`src/rtl/cbpwm_defines.svh`:
```
// cbpwm_defines.svh: register offsets, field positions, reset values, timing counts
// assumes: included by bare name from package and modules
`ifndef CBPWM_DEFINES_SVH
`define CBPWM_DEFINES_SVH

// ------------------------------------------------------------
// register byte offsets
// ------------------------------------------------------------
`define CBPWM_OFS_CTRL    12'h000
`define CBPWM_OFS_LIMIT   12'h004
`define CBPWM_OFS_CMP     12'h008
`define CBPWM_OFS_PRESET  12'h00C
`define CBPWM_OFS_CLKDIV  12'h010
`define CBPWM_OFS_STATUS  12'h014

// ------------------------------------------------------------
// control fields
// ------------------------------------------------------------
`define CBPWM_CTRL_CNTEN  0
`define CBPWM_CTRL_ADDEN  1
`define CBPWM_CTRL_STPRE  2
`define CBPWM_CTRL_SWSTA  3
`define CBPWM_CTRL_SWSTP  4
`define CBPWM_ADD_LSB     16
`define CBPWM_ADD_MSB     31

// ------------------------------------------------------------
// reset values
// ------------------------------------------------------------
`define CBPWM_RST_CTRL    32'h0000_0000
`define CBPWM_RST_UPPER   16'h000A
`define CBPWM_RST_LOWER   16'h0000
`define CBPWM_RST_CMPA    16'h0003
`define CBPWM_RST_CMPB    16'h0009
`define CBPWM_RST_PRESET  16'h0000

// ------------------------------------------------------------
// timing: count-clock period 1 ms at 10 MHz pclk
// ------------------------------------------------------------
`define CBPWM_PCLK_HZ     10000000
`define CBPWM_TICK_US     1000
`define CBPWM_TICK_CYC    ((`CBPWM_PCLK_HZ / 1000000) * `CBPWM_TICK_US)
`define CBPWM_RST_DIV     24'(`CBPWM_TICK_CYC)
`define CBPWM_DIV_W       24
`define CBPWM_ZERO16      16'h0000
`define CBPWM_ONE16       16'h0001
`define CBPWM_ONEDIV      24'h000001

`endif

```
`src/rtl/cbpwm_pkg.sv`:
```
// cbpwm_pkg: shared types of the counter-based pwm block
// assumes: cbpwm_defines.svh on the include path
`include "cbpwm_defines.svh"
package cbpwm_pkg;
    typedef logic [15:0] cbpwm_cnt_t;
    typedef enum logic [1:0] {
        CBPWM_IDLE = 2'h0,
        CBPWM_RUN  = 2'h1,
        CBPWM_STOP = 2'h3
    } cbpwm_state_e;
endpackage : cbpwm_pkg

```
`src/rtl/cbpwm_cfg_if.sv`:
```
// cbpwm_cfg_if: configuration carried from register file to counter core
// assumes: one pclk domain
interface cbpwm_cfg_if;
    logic        cnt_en;
    logic        add_en;
    logic        stop_preset;
    logic [15:0] add_val;
    logic [15:0] upper;
    logic [15:0] lower;
    logic [15:0] cmp_a;
    logic [15:0] cmp_b;
    logic [15:0] preset;
    logic [23:0] tick_div;
    logic        start_ev;
    logic        stop_ev;
    logic        running;
    logic [15:0] count;
    modport regs (output cnt_en, add_en, stop_preset, add_val, upper, lower, cmp_a, cmp_b,
                  preset, tick_div, start_ev, stop_ev, input running, count);
    modport core (input cnt_en, add_en, stop_preset, add_val, upper, lower, cmp_a, cmp_b,
                  preset, tick_div, start_ev, stop_ev, output running, count);
endinterface : cbpwm_cfg_if

```
`src/rtl/cbpwm_top.sv`:
```
// cbpwm_top: apb register file, input synchronisers, edge detect, pwm core
// assumes: start/stop pins asynchronous, held at least one count-clock period
//
// Contract
// - output carries pwm wave with duty set by compare values
// - rising edge on start input begins pwm generation
// - rising edge on stop input ends pwm generation
// - counter is 16-bit unsigned
// - counter runs only while count enable is set
// - ring mode counts lower to one below upper then wraps to lower
// - period is limit span times count-clock period when the counter steps by one
// - with stop-to-preset on, stop loads preset value into counter
// - output high while count >= compare a and <= compare b
// - addition mode steps counter by addition value, or by one when that value is zero
//
// The address map and the APB register port were decided locally.
`include "cbpwm_defines.svh"
module cbpwm_top
    import cbpwm_pkg::*;
(
    input  wire logic        pclk,
    input  wire logic        presetn,
    input  wire logic        ce,
    input  wire logic        psel,
    input  wire logic        penable,
    input  wire logic        pwrite,
    input  wire logic [11:0] paddr,
    input  wire logic [31:0] pwdata,
    output logic [31:0]      prdata,
    output logic             pready,
    output logic             pslverr,
    input  wire logic        start_in,
    input  wire logic        stop_in,
    output logic             pwm_out
);
    typedef struct packed {
        logic [31:0] ctrl;
        logic [15:0] upper;
        logic [15:0] lower;
        logic [15:0] cmp_a;
        logic [15:0] cmp_b;
        logic [15:0] preset;
        logic [23:0] div;
        logic [1:0]  sta_sy;
        logic [1:0]  stp_sy;
        logic        sta_old;
        logic        stp_old;
        logic        sw_sta;
        logic        sw_stp;
        logic [31:0] rdata;
    } cbpwm_top_s;

    cbpwm_top_s s_q;
    cbpwm_top_s s_d;
    cbpwm_cfg_if cfg ();

    // ------------------------------------------------------------
    // register address match
    // ------------------------------------------------------------
    function automatic logic cbpwm_hit(input logic [11:0] a, input logic [11:0] ofs);
        return a == ofs;
    endfunction : cbpwm_hit

    logic acc;
    logic wr;
    logic mapped;
    assign acc = psel && penable;
    assign wr  = acc && pwrite;
    assign mapped = cbpwm_hit(paddr, `CBPWM_OFS_CTRL)   || cbpwm_hit(paddr, `CBPWM_OFS_LIMIT)
                 || cbpwm_hit(paddr, `CBPWM_OFS_CMP)    || cbpwm_hit(paddr, `CBPWM_OFS_PRESET)
                 || cbpwm_hit(paddr, `CBPWM_OFS_CLKDIV) || cbpwm_hit(paddr, `CBPWM_OFS_STATUS);

    always_comb begin
        s_d        = s_q;
        // the second stage alone feeds edge detection
        s_d.sta_sy = {s_q.sta_sy[0], start_in};
        s_d.stp_sy = {s_q.stp_sy[0], stop_in};
        s_d.sta_old = s_q.sta_sy[1];
        s_d.stp_old = s_q.stp_sy[1];
        // software start/stop are one-shot pulses
        s_d.sw_sta = 1'b0;
        s_d.sw_stp = 1'b0;
        if (wr) begin
            if (cbpwm_hit(paddr, `CBPWM_OFS_CTRL)) begin
                s_d.ctrl = pwdata;
                s_d.ctrl[`CBPWM_CTRL_SWSTA] = 1'b0;
                s_d.ctrl[`CBPWM_CTRL_SWSTP] = 1'b0;
                s_d.sw_sta = pwdata[`CBPWM_CTRL_SWSTA];
                s_d.sw_stp = pwdata[`CBPWM_CTRL_SWSTP];
            end
            if (cbpwm_hit(paddr, `CBPWM_OFS_LIMIT)) begin
                s_d.lower = pwdata[15:0];
                s_d.upper = pwdata[31:16];
            end
            if (cbpwm_hit(paddr, `CBPWM_OFS_CMP)) begin
                s_d.cmp_a = pwdata[15:0];
                s_d.cmp_b = pwdata[31:16];
            end
            if (cbpwm_hit(paddr, `CBPWM_OFS_PRESET)) begin
                s_d.preset = pwdata[15:0];
            end
            if (cbpwm_hit(paddr, `CBPWM_OFS_CLKDIV)) begin
                s_d.div = pwdata[23:0];
            end
        end
        // read data is captured in setup so it stands during the access phase
        if (psel && !penable && !pwrite) begin
            s_d.rdata = '0;
            if (cbpwm_hit(paddr, `CBPWM_OFS_CTRL))   s_d.rdata = s_q.ctrl;
            if (cbpwm_hit(paddr, `CBPWM_OFS_LIMIT))  s_d.rdata = {s_q.upper, s_q.lower};
            if (cbpwm_hit(paddr, `CBPWM_OFS_CMP))    s_d.rdata = {s_q.cmp_b, s_q.cmp_a};
            if (cbpwm_hit(paddr, `CBPWM_OFS_PRESET)) s_d.rdata = {16'h0000, s_q.preset};
            if (cbpwm_hit(paddr, `CBPWM_OFS_CLKDIV)) s_d.rdata = {8'h00, s_q.div};
            if (cbpwm_hit(paddr, `CBPWM_OFS_STATUS)) begin
                s_d.rdata = {cfg.count, 13'h0000, pwm_out, 1'b0, cfg.running};
            end
        end
    end

    always_ff @(posedge pclk or negedge presetn) begin
        if (!presetn) begin
            s_q <= '{ctrl: `CBPWM_RST_CTRL, upper: `CBPWM_RST_UPPER, lower: `CBPWM_RST_LOWER,
                     cmp_a: `CBPWM_RST_CMPA, cmp_b: `CBPWM_RST_CMPB,
                     preset: `CBPWM_RST_PRESET, div: `CBPWM_RST_DIV,
                     sta_sy: 2'h0, stp_sy: 2'h0, sta_old: 1'b0, stp_old: 1'b0,
                     sw_sta: 1'b0, sw_stp: 1'b0, rdata: 32'h0000_0000};
        end else if (ce) begin
            s_q <= s_d;
        end
    end

    // ------------------------------------------------------------
    // apb answer: zero wait states, error on unmapped offsets
    // ------------------------------------------------------------
    assign pready  = 1'b1;
    assign pslverr = acc && !mapped;
    assign prdata  = s_q.rdata;

    // ------------------------------------------------------------
    // configuration to core
    // ------------------------------------------------------------
    assign cfg.cnt_en      = s_q.ctrl[`CBPWM_CTRL_CNTEN];
    assign cfg.add_en      = s_q.ctrl[`CBPWM_CTRL_ADDEN];
    assign cfg.stop_preset = s_q.ctrl[`CBPWM_CTRL_STPRE];
    assign cfg.add_val     = s_q.ctrl[`CBPWM_ADD_MSB:`CBPWM_ADD_LSB];
    assign cfg.upper       = s_q.upper;
    assign cfg.lower       = s_q.lower;
    assign cfg.cmp_a       = s_q.cmp_a;
    assign cfg.cmp_b       = s_q.cmp_b;
    assign cfg.preset      = s_q.preset;
    assign cfg.tick_div    = s_q.div;
    // pulses shorter than the sampling window may be lost by the far side's choice
    assign cfg.start_ev = (s_q.sta_sy[1] && !s_q.sta_old) || s_q.sw_sta;
    assign cfg.stop_ev  = (s_q.stp_sy[1] && !s_q.stp_old) || s_q.sw_stp;

    cbpwm_core u_core (
        .pclk    (pclk),
        .presetn (presetn),
        .ce      (ce),
        .cfg     (cfg),
        .pwm_out (pwm_out)
    );
endmodule : cbpwm_top

```
`src/rtl/cbpwm_core.sv`:
```
// cbpwm_core: ring counter, tick divider, range compare, start/stop machine
// assumes: start/stop events are single-cycle pulses on pclk
`include "cbpwm_defines.svh"
module cbpwm_core
    import cbpwm_pkg::*;
(
    input  wire logic  pclk,
    input  wire logic  presetn,
    input  wire logic  ce,
    cbpwm_cfg_if.core  cfg,
    output logic       pwm_out
);
    typedef struct packed {
        cbpwm_state_e st;
        logic [23:0]  div;
        cbpwm_cnt_t   cnt;
        logic         out;
    } cbpwm_core_s;

    cbpwm_core_s s_q;
    cbpwm_core_s s_d;

    // ------------------------------------------------------------
    // next value of the ring counter
    // ------------------------------------------------------------
    function automatic cbpwm_cnt_t cbpwm_step(input cbpwm_cnt_t c, input cbpwm_cnt_t st,
                                             input cbpwm_cnt_t lo, input cbpwm_cnt_t hi);
        logic [16:0] sum;
        sum = {1'b0, c} + {1'b0, st};
        // reaching the upper limit is the same point as the lower one in a ring,
        // so at a step of one a period spans upper minus lower ticks; the 17-bit sum also catches overflow
        if (sum >= {1'b0, hi}) begin
            return lo;
        end
        return sum[15:0];
    endfunction : cbpwm_step

    always_comb begin
        logic tick;
        cbpwm_cnt_t stepv;
        s_d   = s_q;
        stepv = (cfg.add_en && cfg.add_val != `CBPWM_ZERO16) ? cfg.add_val : `CBPWM_ONE16;
        tick  = (s_q.div + `CBPWM_ONEDIV >= cfg.tick_div);
        case (s_q.st)
            CBPWM_IDLE, CBPWM_STOP: begin
                s_d.out = 1'b0;
                s_d.div = '0;
                if (cfg.start_ev && cfg.cnt_en) begin
                    s_d.st = CBPWM_RUN;
                end
            end
            CBPWM_RUN: begin
                if (cfg.stop_ev || !cfg.cnt_en) begin
                    s_d.st  = CBPWM_STOP;
                    s_d.out = 1'b0;
                    if (cfg.stop_preset) begin
                        s_d.cnt = cfg.preset;
                    end
                end else begin
                    if (tick) begin
                        s_d.div = '0;
                        s_d.cnt = cbpwm_step(s_q.cnt, stepv, cfg.lower, cfg.upper);
                    end else begin
                        s_d.div = s_q.div + `CBPWM_ONEDIV;
                    end
                    s_d.out = (s_q.cnt >= cfg.cmp_a) && (s_q.cnt <= cfg.cmp_b);
                end
            end
            default: begin
                s_d.st = CBPWM_IDLE;
            end
        endcase
    end

    always_ff @(posedge pclk or negedge presetn) begin
        if (!presetn) begin
            s_q <= '{st: CBPWM_IDLE, div: '0, cnt: `CBPWM_ZERO16, out: 1'b0};
        end else if (ce) begin
            s_q <= s_d;
        end
    end

    assign pwm_out     = s_q.out;
    assign cfg.running = (s_q.st == CBPWM_RUN);
    assign cfg.count   = s_q.cnt;
endmodule : cbpwm_core

```
`config.mk`:
```
export PLATFORM = sky130hd
export DESIGN_NAME = cbpwm_top
export DESIGN_NICKNAME = d
export VERILOG_FILES = /design/src/rtl/cbpwm_pkg.sv /design/src/rtl/cbpwm_cfg_if.sv /design/src/rtl/cbpwm_top.sv /design/src/rtl/cbpwm_core.sv
export VERILOG_INCLUDE_DIRS = /design/src /design/src/rtl
export SDC_FILE = /design/constraint.sdc
export NUM_CORES = 1
export LEC_CHECK = 0
export ABC_AREA = 1
export BUFFER_PORTS_ARGS = -buffer_cell sky130_fd_sc_hd__buf_4
export CAP_MARGIN = 15
export CORE_MARGIN = 3
export CORE_UTILIZATION = 56
export CTS_CLUSTER_SIZE = 8
export DETAILED_ROUTE_END_ITERATION = 16
export MAX_ROUTING_LAYER = met4
export PLACE_DENSITY = 0.77
export SLEW_MARGIN = 20
export SYNTH_ARGS = -nofsm -noshare
export SYNTH_HDL_FRONTEND = slang
export SYNTH_HIERARCHICAL = 1
export SYNTH_SLANG_ARGS = --single-unit
```
`constraint.sdc`:
```
create_clock -name pclk -period 3.75 [get_ports pclk]
set_clock_uncertainty 0.15 [all_clocks]
set_input_delay 0.375 -clock pclk [delete_from_list [all_inputs] [get_ports pclk]]
set_output_delay 0.375 -clock pclk [all_outputs]
set_load 0.1 [all_outputs]
```
# After elaboration in Yosys (flattened, before gate mapping)
# Index checks and enable logic that the tools add are counted.
# totals
ff_bits	217
input_bits	52
elab_cells	100
# op_classes
n_addsub	2
magnitude_cmp	4
eq_ne	11
mux	25
n_reduce_logical	40
# ops
op	count
$mux W32	6
$mux W16	5
$mux W24	2
$pmux W24 S2	1
$add A24 B1 Y24 const B	1
$eq A12 B4 Y1 const B	2
$eq A12 B5 Y1 const B	2
$ge A24 B24 Y1	1
$reduce_and A3 Y1	7
$add A16 B16 Y17	1
$ge A17 B16 Y1	1
$mux W17	1
$ge A16 B16 Y1	1
$le A16 B16 Y1	1
$reduce_bool A16 Y1	1
$eq A12 B3 Y1 const B	1
$logic_not A12 Y1	1
$logic_and A1 B1 Y1	10
$logic_or A1 B1 Y1	8
$mux W2	4
$logic_not A1 Y1	6
$mux W1	4
$ne A2 B1 Y1 const B	2
$ne A2 B2 Y1 const B	2
other kinds (9)	11

# Longest topological paths before layout
# logic_depth
word_depth	13
mapped_depth	29
depth_no_buf	27

# Hierarchy
# The synthesis kept the hierarchy.
# modules_own_cells
module	instances	cells_each	area_per_inst_um2	seq_area_each_um2
cbpwm_top	1	986	8161.6	4367.9
cbpwm_core	1	867	5665.4	1076.0

# Worst setup path before layout
# Ideal clock, no wire load.
# synth_timing
path_type	register to register
startpoint	register s_q, in the netlist cfg.add_val[12]
endpoint	register u_core.s_q, in the netlist u_core/cfg.count[10]
setup_time_ns	0.121
t_arrival_ns	3.782
path_slack_ns	-0.303
stages_incl_launch_ff	27
synth_period_minus_slack_ns	4.053
cell_sequence	dfrtp_1 -> nor4_1 -> nand4_1 -> and2_1 -> inv_1 -> buf_1 -> nor2_1 -> ha_1 -> a21oi_1 -> inv_1 -> a21oi_1 -> o21ai_0 -> xor2_1 -> inv_1 -> ha_1 -> nand2_1 -> nor2_1 -> nand4_1 -> nor3_1 -> nor2_1 -> nand2_1 -> nand2_2 -> nand2_2 -> buf_2 -> nand2_1 -> nand3_1 -> a21oi_1
# synth_between
elab_chain_len	12
# synth_rtl
element	line	rtl
start: declaration	cbpwm_top.sv:53	cbpwm_top_s s_q;
start signal: assignment	cbpwm_top.sv:122	s_q <= '{ctrl: `CBPWM_RST_CTRL, upper: `CBPWM_RST_UPPER, lower: `CBPWM_RST_LOWER,
$reduce_bool A16 Y1 (no source line)	n/a	
$logic_and A1 B1 Y1 (no source line)	n/a	
$mux W16 (no source line) *	n/a	
$add A16 B16 Y17 *	cbpwm_core.sv:29	sum = {1'b0, c} + {1'b0, st};
$ge A17 B16 Y1	cbpwm_core.sv:32	if (sum >= {1'b0, hi}) begin
$mux W1	cbpwm_core.sv:32	
$mux W1	cbpwm_core.sv:60	if (tick) begin
$mux W1	cbpwm_core.sv:53	if (cfg.stop_ev || !cfg.cnt_en) begin
$mux W1	cbpwm_core.sv:44	case (s_q.st)
$mux W16 *	cbpwm_core.sv:35	return sum[15:0];
$mux W16 *	cbpwm_core.sv:60	
$mux W17 *	cbpwm_core.sv:53	
end signal: assignment	cbpwm_core.sv:77	s_q <= '{st: CBPWM_IDLE, div: '0, cnt: `CBPWM_ZERO16, out: 1'b0};
end: declaration	cbpwm_core.sv:20	cbpwm_core_s s_q;
# Mark *: on every way between the ends. The rest lies on a longest branch, timed or not. The select of a mux whose other input is x is not followed.
# A chain may end at the register's enable or synchronous reset.

# Final worst setup path
# layout_timing
startpoint	register s_q, in the netlist cfg.add_val[4]
endpoint	register u_core.s_q, in the netlist u_core/cfg.count[8]
# The elaborated chain is that of the path after synthesis.

==> summary.txt <==
Synth
  • Sequential share of the synthesized area: 39.37%
  • Syn Std Cell Area: 13,830 um2
  • YS warnings: 6
  • Post-Syn Instances: 1,853
  • Yosys cell types: 48
  • Syn Nets: 1,997
  • EDFF count, synth: 0
  • Avg Inst Size Synth: 7.462 um2
  • Top FF cell, synth: dfrtp_1
  • Asr flop ratio synth: 100.0%
  • FF+latch count, synth: 217

STA
  • RSZ-0062 raised after global routing: yes
  • Slew Limit Fails: 0
  • Setup TNS: -6782 ps
  • Worst setup slack after layout: -454.8 ps
  • Slew @ Worst Pin: 1001 ps
  • Final setup vio count: 40
  • Rel. slew slack: 33.28%
  • Max Fclk: 237.8 MHz
  • Tmin final: 4205 ps
  • Final critical-path share of the clock period: 112.1%
  • Fin Hold WS: 0.9174 ps
  • Final Hold Viols: 0

Floorplan
  • # rows: 56
  • CORE AREA: 23,890 um2
  • Ports: 87
  • Initial Util: 57.87%
  • Die Width: 163.1 um
  • Die area: 26,610 um2
  • Die extent in y: 163.1 um

Finish
  • Final nets: 2,183
  • Post-layout instance area: 17,740 um2
  • Commonest non-fill, non-tap cell in the layout: nand2_1
  • Area Growth Syn to Fin: 28.33%
  • Ant. Diodes: 0
  • Most frequent cells in the layout: 438 x nand2_1, 246 x inv_1, 219 x buf_4
  • Proportion of layout cells with a drive suffix above 1: 25.30%
  • Fin util: 74.27%

Worst setup path
  • CP arrival: 4550 ps
  • CP Launch Type: flip-flop
  • Critical path peak fanout: 8
  • WS Path Type: flip-flop to flip-flop
  • Worst setup EP type: flip-flop
  • CP required: 4100 ps

Route
  • ANT nets after route: 0
  • DR pass1 iterations: 7
  • Drt drc: 0
  • Vias: 13,533
  • Drt first-iter violations: 1,398
  • Post-Route WL: 44,490 um
  • DR vias/cell: 5.681
  • Wire per inst: 18.68 um

Clock network
  • Clock Path Buffers: 3
  • Root Buffer: clkbuf_16
  • Clock sink count: 217
  • TritonCTS clock tree: built
  • Worst skew pair latency: 580 ps
  • Clock-pin slew on the worst setup and hold paths: 60 ps
  • Htree depth: 1
  • CTS Buf Count: 31

Power
  • Peak supply drop: 0.2653 mV
  • Total chip power: 0.005518 W
  • P_leak: 8.843 nW
  • Power Dens Cells: 311.0 nW/um2

Global route
  • Largest net degree at the start of global routing: 96
  • Global Route Usage Sum: 32.85%
  • GRT overflow: 0
  • Global-route wire length before repair: 67,600 um
  • Initial antenna violation count: 0
  • Vias in the first global route: 12,940

Placed design
  • Placed Area: 15,050 um2
  • RePlAce Congestion: 1.052
  • IO Port Bufs: 85
  • Hpwl dp: 30,560 um

Status
  • Failing checks: negative setup slack
  • Outcome: finished with violations

Flow run
  • Max-Cap Viols: 0

Hold path
  • Worst hold path class: primary input to flip-flop
[critical path: stages (launching register included)]
cell and delay (ps):
dfrtp_1 380, nor4_2 290, buf_4 150, nand4_1 100, and2_4 200, inv_6 80, nor2_1 50, ha_1 350
a21oi_1 300, o21ai_2 100, buf_4 140, a21oi_2 130, nand3_1 120, nand2_2 100, inv_1 50, ha_1 180
nor3_2 230, nand2_1 80, nor2_1 120, nand2_2 100, nand2_8 140, buf_6 130, nand2_8 100, nand2_4 100
nand3_2 70, a21oi_2 170
[synth_stat cells, types with 2 or more instances]
master      n  area, um2
nand2_1   476       1787
inv_1     260      975.9
dfrtp_1   206       5155
nor2_1    134      503.0
nand3_1   132      660.6
o21ai_0    98      490.5
ha_1       91       1139
o21ai_1    68      340.3
a21oi_1    64      320.3
buf_4      54      405.4
nand4_1    40      250.2
clkbuf_1   29      108.9
buf_2      26      130.1
xor2_1     25      219.0
nor3_1     12      60.06
o211ai_1   12      90.09
dfstp_2    11      289.0
nand2_2     9      56.30
nand3_2     8      80.08
or2_0       8      50.05
a22o_1      7      61.31
nor2_2      7      43.79
o22ai_1     7      43.79
or2_2       7      43.79
nor2_4      6      67.56
o21ai_2     6      52.55
a21o_1      5      37.54
inv_2       5      18.77
nor4_1      5      31.28
o21bai_1    5      37.54
nor3_2      4      40.04
buf_1       3      11.26
nand3b_1    3      22.52
o21a_1      3      22.52
buf_6       2      22.52
nor3_4      2      32.53
xnor2_1     2      17.52
[sequential cells by signal (all words and copies together) (netlist names)]
name / flops
prdata: 32
u_core/s_q: 26
cfg.tick_div: 24
cfg.add_val: 16
cfg.cmp_a: 16
cfg.cmp_b: 16
cfg.lower: 16
cfg.preset: 16
cfg.upper: 16
u_core/cfg.count: 16
s_q: 15
s_d: 4
cfg.add_en: 1
cfg.cnt_en: 1
cfg.stop_preset: 1
u_core/pwm_out: 1
[power by group]
part | switching (W) | leakage [nW] | total (W) | internal (W)
Clock | 0.00106 | 0.424 | 0.00260 | 0.00155
Sequential | 0.0000173 | 2.97 | 0.00238 | 0.00237
Combinational | 0.000360 | 5.45 | 0.000531 | 0.000171
Total | 0.00143 | 8.84 | 0.00552 | 0.00408
[layer usage]
layer / share of wire (%) / GRT usage [%] / routed length (um) / vias up
met4: 5.5 / 15.30 / 2455 / 0
met5: 0 / - / 0 / -
met3: 7.5 / 4.945 / 3333 / 141
met2: 47 / 51.71 / 20900 / 656
met1: 40 / 42.07 / 17800 / 6451
li1: - / - / - / 6285
[cell families after synthesis]
family | share of synthesized area, %
buf+inv | 12.14
flops | 39.37
other cells | 0.02712
simple gates | 27.32
xor+xnor | 1.710
fa+ha+maj | 8.379
compound gates | 11.05
[final cells by class]
type                    count  area (um2)
inverters                 266        1013
clock inverters             2       28.78
clock buffers              55       865.8
fillers                  1730        6148
multi-input cells        1257        7806
well taps                 319       399.1
repair buffers            264        2163
repair inverters            2       20.02
flip-flops and latches    217        5448
[stage by stage]
stage	setup slack, ps	cells
2_1_floorplan	7.877	1853
3_3_place_gp	-582.5	2248
3_5_place_dp	-715.2	2248
4_1_cts	-320.1	2350
5_1_grt	-635.8	2382
6_report	-454.8	2382
[path summary, 6_finish.rpt]
kind	startpoint	end	slack, ps	cells after the start
worst max register to register	cfg.add_val[4]	u_core/cfg.count[8]	-450	25
max in group asynchronous	presetn	prdata[27]	2070	3
min in group asynchronous	presetn	u_core/s_q[28]	250	2
worst min-delay path	pwdata[19]	cfg.add_val[3]	0.9	3
worst min register to register	s_d[37]	s_d[37]	320	2
worst max-delay path	cfg.add_val[4]	u_core/cfg.count[8]	-450	25
[repair_timing]
action | in CTS | in global routing
setup buffers | 15 | 30
pin swaps | 69 | 85
cloned | 3 | 2
hold endpoints to repair | 139 | 0
gates resized for setup | 101 | 158
endpoints found under the setup margin | 30 | 40
hold buffers | 27 | 0
No activity file was read; power rests on OpenSTA's default activity.
